===== src/sbc_ctrl_map.vh =====
// register map and timing constants for the hardware and watchdog control bank
// assumes a 100 MHz clock and a 16-bit spi frame already deserialised upstream
`ifndef SBC_CTRL_MAP_VH
`define SBC_CTRL_MAP_VH
`define SBC_ADDR_HARDWARE_CONTROL     7'h02
`define SBC_ADDR_WATCHDOG_CONTROL     7'h03
`define SBC_HW_RST_VAL       8'h00
`define SBC_WD_RST_VAL       8'h14
`define SBC_HW_RESTART_CLR   8'hDF
`define SBC_WD_RESTART_KEEP  8'h98
`define SBC_WD_RESTART_SET   8'h04
`define SBC_HW_FSI_DIS       7
`define SBC_HW_TLAG          6
`define SBC_HW_FO_FORCE      5
`define SBC_HW_BUCK_MODE_BY_WAKE_PIN     4
`define SBC_HW_PWM_AUTO      3
`define SBC_HW_BOOST_V       2
`define SBC_HW_BOOST_EN      1
`define SBC_HW_FO_TIMING     0
`define SBC_WD_STM_OFF       6
`define SBC_WATCHDOG_WINDOW_SELECT           5
`define SBC_WD_BUS_WAKE      4
`define SBC_WD_MAX3          3
`define SBC_CLK_MHZ          100
`define SBC_TLAG_SHORT_US    100
`define SBC_TLAG_LONG_US     1000
`define SBC_TLAG_SHORT_CYC   (`SBC_TLAG_SHORT_US * `SBC_CLK_MHZ)
`define SBC_TLAG_LONG_CYC    (`SBC_TLAG_LONG_US * `SBC_CLK_MHZ)
`define SBC_WD_P0_MS         10
`define SBC_WD_P1_MS         20
`define SBC_WD_P2_MS         50
`define SBC_WD_P3_MS         100
`define SBC_WD_P4_MS         200
`define SBC_WD_P5_MS         500
`define SBC_WD_P6_MS         1000
`endif


===== src/sbc_ctrl.v =====
// hardware control and watchdog control registers with decoded outputs
// assumes spi frame arrives as a strobe with the 16-bit word, same clock;
// wake pin and config pin are asynchronous and synchronised here
`timescale 1ns/1ps
`include "sbc_ctrl_map.vh"
module sbc_ctrl (
  input  wire        clock,
  input  wire        rst,
  input  wire        soft_reset,
  input  wire        restart,
  input  wire        frame_valid,
  input  wire [15:0] frame_data,
  output reg  [7:0]  read_data,
  output wire        spi_fail_set,
  input  wire        stop_mode,
  input  wire        stop_cmd_written,
  input  wire        wake_pin,
  input  wire        cfg_pin,
  input  wire        large_load,
  input  wire        failure_event,
  input  wire        wd_fail_event,
  input  wire        hw_wd_stm_off_set,
  input  wire        hw_wd_bus_wake_set,
  input  wire        hw_period_load,
  input  wire [2:0]  hw_period_value,
  output reg  [7:0]  hardware_control_q,
  output reg  [7:0]  watchdog_control_q,
  output reg         failsafe_input_enable,
  output reg         second_fail_output_mode,
  output reg         fail_outputs,
  output reg         buck_pwm,
  output reg         boost_enable,
  output reg         boost_low_voltage,
  output reg         failsafe_vcc_off,
  output reg         watchdog_active,
  output reg         watchdog_window_mode,
  output reg         watchdog_reset,
  output reg  [31:0] watchdog_period_cycles,
  output reg         watchdog_period_reserved,
  input  wire        bus_wake
);
  localparam ST_PFM  = 3'b001;
  localparam ST_PWM  = 3'b010;
  localparam ST_LAG  = 3'b100;
  localparam [31:0] LAG_SHORT = `SBC_TLAG_SHORT_CYC;
  localparam [31:0] LAG_LONG  = `SBC_TLAG_LONG_CYC;
  localparam [31:0] CYC_PER_MS = 32'd1000 * `SBC_CLK_MHZ;

  reg  [1:0]  wake_sync_q;
  reg  [1:0]  cfg_sync_q;
  reg         cfg_q;
  reg  [2:0]  buck_st_q;
  reg  [2:0]  buck_st_d;
  reg  [31:0] lag_cnt_q;
  reg  [1:0]  fail_cnt_q;
  reg  [1:0]  rst_cnt_q;
  reg         wd_started_q;
  wire [6:0]  frame_addr  = frame_data[6:0];
  wire        frame_write = frame_data[7];
  wire [7:0]  frame_byte  = frame_data[15:8];
  wire        wake_level  = wake_sync_q[1];
  wire        wr_hw  = frame_valid & frame_write & (frame_addr == `SBC_ADDR_HARDWARE_CONTROL);
  wire        wr_wd  = frame_valid & frame_write & (frame_addr == `SBC_ADDR_WATCHDOG_CONTROL);
  wire        wd_odd = ^frame_byte;

  assign spi_fail_set = wr_wd & wd_odd;

  // pins are asynchronous: two flops before use
  always @(posedge clock) begin
    if (rst) begin
      wake_sync_q <= 2'b00;
      cfg_sync_q  <= 2'b00;
    end else begin
      wake_sync_q <= {wake_sync_q[0], wake_pin};
      cfg_sync_q  <= {cfg_sync_q[0], cfg_pin};
    end
  end

  // config level latched on each soft reset or restart, like a strap
  always @(posedge clock) begin
    if (rst)
      cfg_q <= 1'b0;
    else if (soft_reset | restart)
      cfg_q <= cfg_sync_q[1];
  end

  always @(posedge clock) begin
    if (rst | soft_reset) begin
      hardware_control_q <= `SBC_HW_RST_VAL;
    end else if (restart) begin
      hardware_control_q <= hardware_control_q & `SBC_HW_RESTART_CLR;
    end else if (wr_hw) begin
      hardware_control_q <= frame_byte;
    end
  end

  always @(posedge clock) begin
    if (rst | soft_reset) begin
      watchdog_control_q <= `SBC_WD_RST_VAL;
    end else if (restart) begin
      watchdog_control_q <= (watchdog_control_q & `SBC_WD_RESTART_KEEP)
                            | `SBC_WD_RESTART_SET;
    end else if (wr_wd & ~wd_odd) begin
      watchdog_control_q <= frame_byte;
    end else begin
      // hardware may update rwh fields
      if (hw_wd_stm_off_set)
        watchdog_control_q[`SBC_WD_STM_OFF] <= 1'b1;
      if (hw_wd_bus_wake_set)
        watchdog_control_q[`SBC_WD_BUS_WAKE] <= 1'b1;
      if (hw_period_load)
        watchdog_control_q[2:0] <= hw_period_value;
    end
  end

  // read data returned for any frame to a known address
  always @(posedge clock) begin
    if (rst)
      read_data <= 8'h00;
    else if (frame_valid) begin
      case (frame_addr)
        `SBC_ADDR_HARDWARE_CONTROL: read_data <= hardware_control_q;
        `SBC_ADDR_WATCHDOG_CONTROL: read_data <= watchdog_control_q;
        default:           read_data <= 8'h00;
      endcase
    end
  end

  // buck mode sequencer; lag delays only the pwm to pfm step
  always @* begin
    buck_st_d = buck_st_q;
    case (buck_st_q)
      ST_PFM: begin
        if (!stop_mode)
          buck_st_d = ST_PWM;
        else if (hardware_control_q[`SBC_HW_BUCK_MODE_BY_WAKE_PIN] & wake_level)
          buck_st_d = ST_PWM;
        else if (hardware_control_q[`SBC_HW_PWM_AUTO] & large_load)
          buck_st_d = ST_PWM;
      end
      ST_PWM: begin
        if (stop_mode) begin
          if (hardware_control_q[`SBC_HW_BUCK_MODE_BY_WAKE_PIN]) begin
            if (!wake_level)
              buck_st_d = ST_LAG;
          end else if (hardware_control_q[`SBC_HW_PWM_AUTO]) begin
            if (stop_cmd_written)
              buck_st_d = ST_LAG;
          end else
            buck_st_d = ST_LAG;
        end
      end
      ST_LAG: begin
        if (!stop_mode)
          buck_st_d = ST_PWM;
        else if (hardware_control_q[`SBC_HW_BUCK_MODE_BY_WAKE_PIN] & wake_level)
          buck_st_d = ST_PWM;
        else if (lag_cnt_q == 32'd1)
          buck_st_d = ST_PFM;
      end
      default: buck_st_d = ST_PFM;
    endcase
  end

  always @(posedge clock) begin
    if (rst) begin
      buck_st_q <= ST_PWM;
      lag_cnt_q <= 32'd0;
    end else begin
      buck_st_q <= buck_st_d;
      if (buck_st_d == ST_LAG && buck_st_q != ST_LAG)
        lag_cnt_q <= hardware_control_q[`SBC_HW_TLAG] ? LAG_LONG : LAG_SHORT;
      else if (lag_cnt_q != 32'd0)
        lag_cnt_q <= lag_cnt_q - 32'd1;
    end
  end

  // watchdog failure counting for fail outputs and reset limit
  always @(posedge clock) begin
    if (rst | soft_reset) begin
      fail_cnt_q <= 2'd0;
      rst_cnt_q  <= 2'd0;
    end else if (wd_fail_event) begin
      if (fail_cnt_q != 2'd2)
        fail_cnt_q <= fail_cnt_q + 2'd1;
      if (rst_cnt_q != 2'd3)
        rst_cnt_q <= rst_cnt_q + 2'd1;
    end
  end

  // watchdog started by a bus wake in stop mode
  always @(posedge clock) begin
    if (rst | soft_reset)
      wd_started_q <= 1'b0;
    else if (!stop_mode)
      wd_started_q <= 1'b0;
    else if (bus_wake & watchdog_control_q[`SBC_WD_BUS_WAKE])
      wd_started_q <= 1'b1;
  end

  // registered outputs
  always @(posedge clock) begin
    if (rst) begin
      failsafe_input_enable   <= 1'b1;
      second_fail_output_mode <= 1'b0;
      fail_outputs            <= 1'b0;
      buck_pwm                <= 1'b1;
      boost_enable            <= 1'b0;
      boost_low_voltage       <= 1'b0;
      failsafe_vcc_off        <= 1'b0;
      watchdog_active         <= 1'b1;
      watchdog_window_mode    <= 1'b0;
      watchdog_reset          <= 1'b0;
      watchdog_period_cycles  <= 32'd0;
      watchdog_period_reserved <= 1'b0;
    end else begin
      failsafe_input_enable   <= ~hardware_control_q[`SBC_HW_FSI_DIS];
      second_fail_output_mode <= hardware_control_q[`SBC_HW_FSI_DIS];
      fail_outputs <= hardware_control_q[`SBC_HW_FO_FORCE] | failure_event
                      | (hardware_control_q[`SBC_HW_FO_TIMING] ? (fail_cnt_q != 2'd0)
                         : (fail_cnt_q == 2'd2));
      buck_pwm          <= (buck_st_q != ST_PFM);
      boost_enable      <= hardware_control_q[`SBC_HW_BOOST_EN];
      boost_low_voltage <= hardware_control_q[`SBC_HW_BOOST_V];
      failsafe_vcc_off  <= cfg_q & (fail_cnt_q != 2'd0);
      watchdog_active   <= ~stop_mode | ~watchdog_control_q[`SBC_WD_STM_OFF]
                           | wd_started_q;
      watchdog_window_mode <= watchdog_control_q[`SBC_WATCHDOG_WINDOW_SELECT] & ~wd_started_q;
      watchdog_reset <= wd_fail_event &
                        ~(watchdog_control_q[`SBC_WD_MAX3] & (rst_cnt_q == 2'd3));
      watchdog_period_reserved <= (watchdog_control_q[2:0] == 3'b111);
      case (watchdog_control_q[2:0])
        3'b000:  watchdog_period_cycles <= CYC_PER_MS * `SBC_WD_P0_MS;
        3'b001:  watchdog_period_cycles <= CYC_PER_MS * `SBC_WD_P1_MS;
        3'b010:  watchdog_period_cycles <= CYC_PER_MS * `SBC_WD_P2_MS;
        3'b011:  watchdog_period_cycles <= CYC_PER_MS * `SBC_WD_P3_MS;
        3'b100:  watchdog_period_cycles <= CYC_PER_MS * `SBC_WD_P4_MS;
        3'b101:  watchdog_period_cycles <= CYC_PER_MS * `SBC_WD_P5_MS;
        3'b110:  watchdog_period_cycles <= CYC_PER_MS * `SBC_WD_P6_MS;
        default: watchdog_period_cycles <= 32'd0;
      endcase
    end
  end
endmodule


===== config.mk =====
export PLATFORM = sky130hd
export DESIGN_NAME = sbc_ctrl
export DESIGN_NICKNAME = d
export VERILOG_FILES = /design/src/sbc_ctrl.v
export VERILOG_INCLUDE_DIRS = /design/src
export SDC_FILE = /design/constraint.sdc
export NUM_CORES = 1
export LEC_CHECK = 0
export BUFFER_PORTS_ARGS = -buffer_cell sky130_fd_sc_hd__buf_2
export CELL_PAD_IN_SITES_DETAIL_PLACEMENT = 0
export CELL_PAD_IN_SITES_GLOBAL_PLACEMENT = 1
export CORE_MARGIN = 4
export CORE_UTILIZATION = 40
export CTS_CLUSTER_SIZE = 8
export DETAILED_ROUTE_END_ITERATION = 12
export PLACE_DENSITY_LB_ADDON = 0.1
export SLEW_MARGIN = 30
export SYNTH_ARGS = -nofsm -noshare
export SYNTH_HDL_FRONTEND = slang
export SYNTH_SLANG_ARGS = --single-unit

===== constraint.sdc =====
create_clock -name clock -period 3 [get_ports clock]
set_clock_uncertainty 0.15 [all_clocks]
set_input_delay 0.45 -clock clock [delete_from_list [all_inputs] [get_ports clock]]
set_output_delay 0.45 -clock clock [all_outputs]
set_load 0.005 [all_outputs]

Word-level counts from Yosys, hierarchy flattened
Cells that the tools add are included.
{"block": "totals", "output_inout_bits": 68, "reg_bits": 112, "inputBits": 35, "elab_cells": 116}
{"block": "op_classes", "bitwise": 25, "n_reduce_logical": 16, "eq_ne": 20, "n_mux": 24, "n_addsub": 3}
{"op": "$pmux W27 S7", "count": 1}
{"op": "$mux W32", "count": 2}
{"op": "$mux W3", "count": 13}
{"op": "$eq A32 B1 Y1 const B", "count": 1}
{"op": "$reduce_bool A32 Y1", "count": 1}
{"op": "$sub A32 B1 Y32 const B", "count": 1}
{"op": "$eq A3 B3 Y1 const B", "count": 6}
{"op": "$mux W17", "count": 1}
{"op": "$pmux W8 S2", "count": 1}
{"op": "$eq A7 B2 Y1 const B", "count": 2}
{"op": "$and A1 B1 Y1", "count": 12}
{"op": "$reduce_and A2 Y1", "count": 5}
{"op": "$reduce_bool A2 Y1", "count": 5}
{"op": "$eq A3 B2 Y1 const B", "count": 3}
{"op": "$pmux W3 S3", "count": 1}
{"op": "$reduce_xor A8 Y1", "count": 1}
{"op": "$not A1 Y1", "count": 7}
{"op": "$eq A3 B1 Y1 const B", "count": 2}
{"op": "$or A1 B1 Y1", "count": 6}
{"op": "$mux W1", "count": 5}
{"op": "$add A2 B1 Y2 const B", "count": 2}
{"op": "$eq A2 B2 Y1 const B", "count": 2}
{"op": "$ne A2 B2 Y1 const B", "count": 2}
{"op": "$reduce_or A2 Y1", "count": 2}
{"op": "4 further kinds", "count": 4}

Logic depth before layout (Yosys ltp)
Gate-level depths: netlist of run 1.
{"block": "logic_depth", "word_depth": 8, "depth_mapped": 7, "ltp_nobuf": 6}

Least setup slack after synthesis of run 1
No wires, ideal clock.
{"block": "synth_timing", "kind": "input to output", "startpoint": "input port frame_data[3]", "endpoint": "output port spi_fail_set", "required_time_ps": 2400, "path_stages": 6, "path_buffers": 2, "slack_ps": 578, "t_arrival_ps": 1822, "path_cell_list": "or4b_1 nor3_1 buf_2 nand4_1 clkbuf_1 nor2_1"}
{"block": "synth_via", "elab_chain_cells": 3}
{"item": "start, declared", "line": "sbc_ctrl.v:12", "source": "input wire [15:0] frame_data,"}
{"item": "$eq A7 B2 Y1"}
{"item": "$and A1 B1 Y1", "line": "sbc_ctrl.v:63", "source": "wire wr_wd = frame_valid & frame_write & (frame_addr == `SBC_ADDR_WATCHDOG_CONTROL);"}
{"item": "$and A1 B1 Y1", "line": "sbc_ctrl.v:66", "source": "assign spi_fail_set = wr_wd & wd_odd;"}
{"item": "end, declared", "line": "sbc_ctrl.v:14", "source": "output wire spi_fail_set,"}
Every way passes these cells.

Worst setup path in the final report of run 1
{"block": "layout_timing", "startpoint": "register lag_cnt_q[2]", "endpoint": "register lag_cnt_q[30]"}
{"block": "layout_via", "elab_chain_cells": 8, "word_cells_on_any_way": 12, "classes_between": "add/sub: 1; eq/ne: 2; mux: 6; reduce/logical: 3"}
{"item": "start, declared", "line": "sbc_ctrl.v:54", "source": "reg [31:0] lag_cnt_q;"}
{"item": "start signal, assigned", "line": "sbc_ctrl.v:172", "source": "lag_cnt_q <= hardware_control_q[`SBC_HW_TLAG] ? LAG_LONG : LAG_SHORT;"}
{"item": "start signal, assigned", "line": "sbc_ctrl.v:174", "source": "lag_cnt_q <= lag_cnt_q - 32'd1;"}
{"item": "$eq A32 B1 Y1", "line": "sbc_ctrl.v:158", "source": "else if (lag_cnt_q == 32'd1)"}
{"item": "$mux W3", "line": "sbc_ctrl.v:158"}
{"item": "$mux W3", "line": "sbc_ctrl.v:156", "source": "else if (hardware_control_q[`SBC_HW_BUCK_MODE_BY_WAKE_PIN] & wake_level)"}
{"item": "$mux W3", "line": "sbc_ctrl.v:154", "source": "if (!stop_mode)"}
{"item": "$pmux W3 S3", "line": "sbc_ctrl.v:132", "source": "case (buck_st_q)"}
{"item": "$eq A3 B3 Y1", "line": "sbc_ctrl.v:171", "source": "if (buck_st_d == ST_LAG && buck_st_q != ST_LAG)"}
{"item": "$logic_and A1 B1 Y1", "line": "sbc_ctrl.v:171"}
{"item": "$mux W32 or $reduce_bool A2 Y1 (tied branches)"}
Several ways; a longest one is shown, not always the timed one. The select of a mux whose other input is x is not followed.
A chain may end at the register's enable or synchronous reset.

==> impl_metrics.py, run 1 <==
metrics = {
    "status": {
        "outcome": "complete, no violations",
    },
    "yosys": {
        "synth.distinct_cells": 56,
        "ys.warnings.count": 0,
        "yosys.area.top_type": "dfxtp_1",
        "async_reset_ff_share_pct": 0,
        "synth_cells": 488,
        "ys_ff_latch": 100,
        "synth-edff-count": 0,
        "netlist_top_cells_area": "dfxtp_1 (46%), nor2_1 (4.8%), a21oi_1 (4.0%)",
        "syn_area_um2": 4400,
        "ys.flop_type": "dfxtp_1",
        "synth_top_area_share_pct": 45.5,
        "ys_seq_area_share_pct": 45.5,
        "avgSynthCellArea_um2": 9.01,
    },
    "drt": {
        "vias": 3663,
        "drt-wirelength-per-cell_um": 14.7,
        "antenna_left": 0,
        "drt-initial-drc-count": 107,
        "post_drt_via_cell_ratio": 5.09,
        "drt-pass1-iter-count": 4,
        "drc": 0,
        "wirelength_mm": 10.6,
    },
    "critical_path": {
        "arrival_ns": 2.59,
        "cp.required_ns": 3.16,
        "r2r_slack_ns": 0.56,
        "startpoint": "lag_cnt_q[2]",
        "r2r_end": "lag_cnt_q[30]",
        "end_kind": "flop",
        "r2r_cells": 5,
        "cp-start-kind": "flop",
        "path_max_fanout": 7,
        "critical_path_class": "flop to flop",
        "r2r-start": "lag_cnt_q[2]",
    },
    "clock_tree": {
        "cts_buffers": 9,
        "h-tree-depth": 3,
        "cts_root_buffer": "clkbuf_8",
        "cts_sinks": 100,
        "clk_latency_ns": 0.37,
        "clock_path_buffers": 2,
        "clk_pin_slew_ns": 0.10,
        "cts_resized": 0,
        "cts_setup_buffers": 0,
        "cts_hold_buf": 0,
        "cts_tree": "done",
    },
    "placement": {
        "dp_hpwl_mm": 7.81,
        "portBuffers": 91,
        "place_inst": 703,
        "gp_congestion": 0.767,
    },
    "global_routing": {
        "grt_pass1_wl_mm": 17.3,
        "grtUsageTotal_pct": 16.8,
        "grt-ovfl-total": 0,
        "grt_max_degree": 36,
        "grt_pass1_vias": 3486,
        "antenna_found_initial": 0,
    },
    "sta": {
        "fin_crit_sh_pct": 81.2,
        "whs_ns": 0.142,
        "hold_viol_final": 0,
        "slew_headroom_pct": 50.6,
        "finalSetupViolCount": 0,
        "clock.fmax_ghz": 0.411,
        "rsz0062_at_grt": "false",
        "period_needed_ns": 2.44,
        "worst_pin_slew_ns": 0.739,
        "maxSlewViolCount": 0,
        "setup_tns_ns": 0,
    },
    "floorplan": {
        "start_util_pct": 40.7,
        "num_rows": 38,
        "ioPinCount": 103,
        "die_w_um": 113,
        "die-height_um": 113,
        "dieArea_um2": 12700,
        "core_um2": 10800,
    },
    "cells_and_area": {
        "areaGrowthSynthToFinish_pct": 17.0,
        "stdcell_count": 719,
        "seq_area_um2": 2000,
        "drive_gt1_share_pct": 24.2,
        "num_antenna_cells": 0,
        "fillers": 1052,
        "nets": 615,
        "multiInputGateArea_um2": 2210,
    },
    "hold_path": {
        "whs_path_depth": 2,
        "hold_path.class": "input pin to flop",
        "whs_endpoint": "cfg_sync_q[0]",
        "hold_start": "cfg_pin",
    },
    "job": {
        "cap_viol_max_count": 0,
    },
    "power": {
        "powerDensity_nw_per_um2": 856,
        "peakVddDrop_mv": 0.577,
        "leakage_nw": 2.13,
    },
}
[worst max-delay path by stage]
stage                                  to  cells after the start
finish                      lag_cnt_q[30]                      5
floorplan                    spi_fail_set                      6
global route                lag_cnt_q[30]                      5
CTS                         lag_cnt_q[30]                      5
global placement    watchdog_control_q[3]                      7
detailed placement  watchdog_control_q[3]                      7
[area by class of cell]
cell class              instances  share of cell area (%)
repair buffers                101                    10.3
flip-flops and latches        100                    38.9
clock buffers                   9                    2.41
multi-input cells             350                    42.9
clock inverters                 7                    1.17
inverters                      12                   0.875
well taps                     140                    3.40
[critical path, cell delays in order, from the launching register on]
cell	delay (ns)
dfxtp_1	0.39
nor4_2	0.48
and4_1	0.41
o2111ai_1	0.25
or4b_1	0.55
a21oi_1	0.14
[through the flow]
step	setup WS (ns)	area (um2)	util, %	total power [mW]
after floorplan	0.578	4430	-	3.13
after global placement	0.574	4960	46.0	3.63
after detailed placement	0.522	4960	46.0	3.61
after CTS	0.571	5150	47.7	4.44
after global routing	0.377	5150	47.7	4.78
final	0.565	5150	47.7	4.41
[report_power, final]
part           leakage [nW]  internal [mW]  switching, mW
Combinational          1.22          0.728           1.17
Sequential            0.815           1.51          0.187
Clock                0.0957          0.315          0.494
[Yosys cell counts (3+ instances only)]
| cell | n |
|---|---|
| a211oi_1 | 4 |
| a21oi_1 | 35 |
| and3_1 | 4 |
| and4_1 | 3 |
| buf_1 | 4 |
| buf_2 | 3 |
| buf_4 | 12 |
| clkbuf_1 | 17 |
| dfxtp_1 | 100 |
| ha_1 | 6 |
| inv_1 | 12 |
| mux2_2 | 8 |
| mux2i_1 | 14 |
| nand2_1 | 25 |
| nand2b_1 | 12 |
| nand3_1 | 13 |
| nand4_1 | 6 |
| nor2_1 | 56 |
| nor2b_1 | 14 |
| nor3_1 | 13 |
| nor3b_1 | 3 |
| nor4_1 | 8 |
| o211ai_1 | 3 |
| o21ai_0 | 16 |
| o31ai_1 | 8 |
| o41ai_1 | 6 |
| or3_1 | 9 |
| or4_1 | 8 |
| xnor2_1 | 17 |
| xor2_1 | 11 |
[layer usage]
metal	global-route usage [%]	share of wire, %	wire length [um]	up-vias
li1	-	-	-	1882
met1	21.9	47	4980	1692
met2	27.6	46	4920	79
met3	3.96	5.4	569	10
met4	5.53	1.2	125	0
met5	0	0	0	-
[sequential cells by signal (all words and copies together) (netlist names), 2 cells and up]
name,cells
cfg_sync_q,2
watchdog_control_q,8
fail_cnt_q,2
hardware_control_q,8
buck_st_q,3
rst_cnt_q,2
lag_cnt_q,32
read_data,8
wake_sync_q,2
watchdog_period_cycles,20
[cell families after synthesis]
kind of cell               count (synthesis)  share of synthesized area, %
adders and majority gates                  6                          1.71
muxes                                     22                          5.24
and+or+nand+nor                          194                          24.0
xor gates and xnor gates                  28                          5.58
AOI/OAI and AO/OA                         89                          12.7
other                                      1                        0.0853
buffers and inverters                     48                          5.21
DFF                                      100                          45.5
[cell usage in the layout (no fill, tap or decap), drive strengths merged, types with 15 or more instances in the layout]
master    n
buf     101
nor3     15
nor2     56
o21ai    17
nand2    25
a21oi    35
xnor2    17
dfxtp   100
(Power assumes the default switching activity.)
==> run 2: changes to the inputs <==
--- a/config.mk
+++ b/config.mk
@@ -10,7 +10,7 @@
 export CELL_PAD_IN_SITES_DETAIL_PLACEMENT = 0
 export CELL_PAD_IN_SITES_GLOBAL_PLACEMENT = 1
 export CORE_MARGIN = 4
-export CORE_UTILIZATION = 40
+export CORE_UTILIZATION = 36
 export CTS_CLUSTER_SIZE = 8
 export DETAILED_ROUTE_END_ITERATION = 12
 export PLACE_DENSITY_LB_ADDON = 0.1
==> constraint.sdc (replaced) <==
create_clock -name clock -period 2 [get_ports clock]
set_clock_uncertainty 0.15 [all_clocks]
set_input_delay 0.3 -clock clock [delete_from_list [all_inputs] [get_ports clock]]
set_output_delay 0.3 -clock clock [all_outputs]
set_load 0.005 [all_outputs]
==> run 2 against run 1 <==
Against the previous run: non-clock buffer count is 79 higher; first-iteration DRC count is 64% higher; routed wire length is 17% higher; fmax is 16% higher; core utilization is 3.9 points higher; global-route usage is 0.44 points higher; sequential share of layout area is 6.3 points lower; largest power group unchanged; via count is 9.9% higher; critical path depth stayed put; power is 130% higher; worst setup slack worse by 0.67 ns; the run now ends with negative setup slack left; highest routed layer unchanged.
==> impl_metrics.py, run 2 (synthesized netlist as in run 1, its figures left out) <==
metrics = {
    "placement": {
        "portBuffers": 91,
        "dp_hpwl_mm": 9.28,
        "gp_congestion": 0.855,
        "place_ws_ns": -0.206,
    },
    "critical_path": {
        "r2r_slack_ns": -0.10,
        "cpMaxStageDelayCell": "or4_4",
        "cp-start-kind": "flop",
        "r2r_end": "lag_cnt_q[30]",
        "path_max_fanout": 2,
        "slowest_delay_ns": 0.57,
        "arrival_ns": 2.23,
        "cp.required_ns": 2.13,
        "critical_path_class": "flop to flop",
        "r2r-start": "lag_cnt_q[18]",
        "end_kind": "flop",
        "r2r_cells": 5,
        "crit_path_cell_trace": "or4_4 > nor3_4 > o2111ai_2 > or4b_1 > a21oi_1",
        "startpoint": "lag_cnt_q[18]",
    },
    "clock_tree": {
        "cts_tree": "done",
        "cts_buffers": 9,
        "clk_latency_ns": 0.34,
        "clock_path_buffers": 2,
        "h-tree-depth": 3,
        "clk_pin_slew_ns": 0.07,
        "cts_sinks": 100,
        "cts_root_buffer": "clkbuf_16",
    },
    "job": {
        "cap_viol_max_count": 0,
    },
    "drt": {
        "drc": 0,
        "vias": 4025,
        "drt-initial-drc-count": 176,
        "drt-pass1-iter-count": 4,
        "drt-wirelength-per-cell_um": 15.5,
        "post_drt_via_cell_ratio": 5.01,
        "antenna_left": 0,
        "wirelength_mm": 12.4,
    },
    "cells_and_area": {
        "final_cell_mix": "dfxtp_1 (92), buf_2 (90), buf_4 (81)",
        "drive_gt1_share_pct": 39.4,
        "num_antenna_cells": 0,
        "largest_reg_flops": 32,
        "final_common_cell": "dfxtp_1",
        "nets": 694,
        "top_register": "lag_cnt_q",
        "top_regs": "lag_cnt_q x32, watchdog_period_cycles x20",
        "areaGrowthSynthToFinish_pct": 40.3,
    },
    "hold_path": {
        "whs_endpoint": "wake_sync_q[0]",
        "hold_start": "wake_pin",
        "hold_path.class": "input pin to flop",
        "whs_path_depth": 2,
    },
    "sta": {
        "slew_headroom_pct": 59.1,
        "clock.fmax_ghz": 0.476,
        "hold_viol_final": 0,
        "fin_crit_sh_pct": 105,
        "setup_tns_ns": -0.501,
        "whs_ns": 0.0150,
        "finalSetupViolCount": 8,
        "worst_slack_ns": -0.102,
        "worst_pin_slew_ns": 0.613,
        "rsz0062_at_grt": "true",
        "period_needed_ns": 2.10,
        "maxSlewViolCount": 0,
    },
    "status": {
        "violations": "negative setup slack",
        "outcome": "complete, but fails checks",
    },
    "floorplan": {
        "ioPinCount": 103,
        "core_um2": 12000,
        "die-height_um": 119,
        "start_util_pct": 36.8,
        "dieArea_um2": 14000,
        "num_rows": 40,
        "die_w_um": 119,
    },
    "global_routing": {
        "antenna_found_initial": 0,
        "grt_pass1_vias": 3849,
        "grt_pass1_wl_mm": 19.6,
        "grt_max_degree": 18,
        "grt-ovfl-total": 0,
        "grtUsageTotal_pct": 17.3,
    },
    "power": {
        "peakVddDrop_mv": 1.25,
        "leakage_nw": 2.66,
        "powerDensity_nw_per_um2": 1640,
    },
}
==> run 2: changes by cell type in the layout (fill, tap and decap cells not counted), sizes merged <==
cell / previous run / this run
buf: 101 / 180
bufinv: 0 / 2
clkinv: 5 / 3
inv: 14 / 12
clkinvlp: 0 / 1
==> run 2: worst max path at each step <==
stage / end / cells after the start / slack, ns
3_5_place_dp: watchdog_control_q[7] / 7 / -0.21
2_1_floorplan: lag_cnt_q[9] / 4 / -0.16
4_1_cts: lag_cnt_q[30] / 5 / -0.11
5_1_grt: lag_cnt_q[30] / 5 / -0.17
3_3_place_gp: lag_cnt_q[9] / 4 / -0.15
6_report: lag_cnt_q[30] / 5 / -0.10
==> run 2: final cells by class <==
type | count | area [um2]
clock buffers | 9 | 225
clock inverters | 6 | 90.1
fillers | 1162 | 5790
inverters | 12 | 45.0
multi-input cells | 350 | 2440
flip-flops and latches | 100 | 2010
well taps | 147 | 184
repair buffers | 180 | 1170
==> run 2: metal layers <==
layer  track usage, %  wire, um  vias up
li1                 -         -     2049
met1             22.0      5480     1845
met2             29.1      6020      117
met3             3.30       703       14
met4             6.30       218        0
met5                0         0        -
==> run 2: power by group <==
| part | switching, mW | internal (mW) | total (mW) |
|---|---|---|---|
| Sequential | 0.229 | 2.28 | 2.51 |
| Combinational | 2.71 | 3.00 | 5.72 |
| Clock | 0.774 | 1.09 | 1.87 |
==> run 2: metrics by stage <==
step / util [%] / cells / cell area, um2 / total power, mW
floorplan: - / 498 / 4520 / 4.98
global placement: 46.9 / 784 / 5610 / 7.35
detailed placement: 46.9 / 784 / 5610 / 7.39
CTS: 50.6 / 802 / 6050 / 9.61
global route: 51.6 / 804 / 6170 / 10.7
finish: 51.6 / 804 / 6170 / 10.1
==> run 2: repair_timing <==
item                                    in CTS  in global routing
hold buffers                                 0                  0
setup buffers                                3                  2
endpoints found under the setup margin      31                 33
pin swaps                                   10                 11
resized for setup                           29                 19
==> run 2: worst max-delay path, delay by kind of cell (launching register included) <==
| kind | cells | cell delay [ns] |
|---|---|---|
| AND/OR/NAND/NOR | 3 | 1.29 |
| flip-flops | 1 | 0.31 |
| AO/OA/AOI/OAI | 2 | 0.30 |
==> run 3: changes to the inputs <==
--- a/config.mk
+++ b/config.mk
@@ -9,6 +9,7 @@
 export BUFFER_PORTS_ARGS = -buffer_cell sky130_fd_sc_hd__buf_2
 export CELL_PAD_IN_SITES_DETAIL_PLACEMENT = 0
 export CELL_PAD_IN_SITES_GLOBAL_PLACEMENT = 1
+export CORE_ASPECT_RATIO = 0.75
 export CORE_MARGIN = 4
 export CORE_UTILIZATION = 36
 export CTS_CLUSTER_SIZE = 8
==> run 3 against run 2 <==
Against the previous run: the run still ends with negative setup slack left; core utilization is 1.7 points higher; clock power shrank 5%; die area up 0.13%; sequential share of layout area fell by 0.60 points; hold slack about the same; register-to-register slack got worse by 0.02 ns; combinational power increased by 6.1%; non-clock buffer count up 3; cell count up 2.4%; routed wire length grew 2.3%.
==> impl_metrics.py, run 3 (synthesized netlist as in run 1, its figures left out) <==
metrics = {
    "drt": {
        "antenna_left": 0,
        "post_drt_via_cell_ratio": 4.94,
        "drt-initial-drc-count": 182,
        "wirelength_mm": 12.7,
        "drt-wirelength-per-cell_um": 15.4,
        "vias": 4062,
        "drc": 0,
        "drt-pass1-iter-count": 4,
    },
    "placement": {
        "dp_hpwl_mm": 9.43,
        "place_ws_ns": -0.203,
        "portBuffers": 91,
        "gp_congestion": 0.809,
    },
    "sta": {
        "slew_headroom_pct": 60.8,
        "fin_crit_sh_pct": 106,
        "worst_slack_ns": -0.119,
        "whs_ns": 0.0151,
        "period_needed_ns": 2.12,
        "maxSlewViolCount": 0,
        "clock.fmax_ghz": 0.472,
        "rsz0062_at_grt": "true",
        "worst_pin_slew_ns": 0.587,
        "hold_viol_final": 0,
        "finalSetupViolCount": 17,
    },
    "floorplan": {
        "num_rows": 34,
        "core_um2": 11800,
        "die_w_um": 136,
        "ioPinCount": 103,
        "die-height_um": 104,
        "dieArea_um2": 14100,
        "start_util_pct": 37.3,
    },
    "global_routing": {
        "antenna_found_initial": 0,
        "grt_pass1_vias": 4017,
        "grt-ovfl-total": 0,
        "grt_pass1_wl_mm": 20.5,
        "grt_max_degree": 27,
        "grtUsageTotal_pct": 18.1,
    },
    "hold_path": {
        "hold_path.class": "input pin to flop",
        "whs_path_depth": 2,
    },
    "status": {
        "violations": "negative setup slack",
        "outcome": "complete, but fails checks",
    },
    "clock_tree": {
        "cts_sinks": 100,
        "clock_path_buffers": 2,
        "h-tree-depth": 3,
        "cts_hold_buf": 0,
        "clk_pin_slew_ns": 0.07,
        "cts_root_buffer": "clkbuf_16",
        "cts_buffers": 9,
        "clk_latency_ns": 0.34,
        "cts_tree": "done",
    },
    "cells_and_area": {
        "top_regs": "lag_cnt_q x32, watchdog_period_cycles x20",
        "areaGrowthSynthToFinish_pct": 42.9,
        "largest_reg_flops": 32,
        "drive_gt1_share_pct": 42.2,
        "final_cell_mix": "dfxtp_1 (91), buf_2 (90), buf_4 (83)",
        "nets": 697,
        "num_antenna_cells": 0,
        "final_common_cell": "dfxtp_1",
        "top_register": "lag_cnt_q",
    },
    "critical_path": {
        "end_kind": "flop",
        "r2r_cells": 4,
        "critical_path_class": "flop to flop",
        "path_max_fanout": 4,
        "arrival_ns": 2.25,
        "cp.required_ns": 2.13,
        "cp-start-kind": "flop",
    },
    "power": {
        "powerDensity_nw_per_um2": 1650,
        "peakVddDrop_mv": 0.935,
        "leakage_nw": 2.69,
    },
    "job": {
        "cap_viol_max_count": 0,
    },
}
[run 3: cell types whose count changed in the layout (fill, tap and decap cells not counted), moves of 3 or more]
cell,delta
o21ai_0,-7
nor4_4,-4
a21oi_1,-3
o41ai_1,-3
o21ai_2,+5
a21oi_2,+3
inv_6,+3
nor4_2,+3
[run 3: power breakdown]
part	internal [mW]	total [mW]	switching (mW)
logic	3.07	6.07	2.99
clock network	0.980	1.77	0.791
registers	2.28	2.50	0.224
total	6.33	10.3	4.01
[run 3: critical path, cell delays in order (launching register included)]
cell and delay, ns:
dfxtp_2 0.34, or4_4 0.60, or4_4 0.54, or3_1 0.32, a21oi_1 0.11
[run 3: through the flow]
stage	instances	power, mW	setup TNS [ns]	utilization (%)	cell area, um2
after floorplan	498	4.98	-0.696	-	4520
after global placement	798	7.28	-3.70	47.7	5620
after detailed placement	798	7.37	-5.17	47.7	5620
after CTS	822	9.55	-0.664	51.8	6110
after global routing	823	11.0	-2.69	53.3	6280
final	823	10.3	-0.862	53.3	6280
[run 3: final timing paths]
check / start / to / slack [ns]
hold / removal: cfg_pin / cfg_sync_q[0] / 0.02
setup reg to reg: lag_cnt_q[15] / lag_cnt_q[17] / -0.12
hold reg to reg: cfg_sync_q[0] / cfg_sync_q[1] / 0.29
setup / recovery: lag_cnt_q[15] / lag_cnt_q[17] / -0.12
[run 3: layout make-up]
class / instances / area, um2
clock buffers: 9 / 225
clock inverters: 7 / 73.8
fillers: 1120 / 5500
inverters: 12 / 45.0
multi-input cells: 350 / 2500
flip-flops and latches: 100 / 2010
well taps: 162 / 203
repair buffers: 183 / 1220
[run 3: metal layers]
metal	GRT usage, %	part of all wire, %	vias to the layer above
met2	27.8	45	94
met5	0	0	-
met3	3.92	4.9	12
li1	-	-	2042
met4	4.32	0.94	0
met1	25.8	49	1914
[run 3: what timing repair did]
item | 4_1_cts | 5_1_grt
gates cloned | 1 | 0
setup buffers | 8 | 1
gates resized for setup | 26 | 46
setup endpoints to repair | 34 | 35
pin swaps | 15 | 23
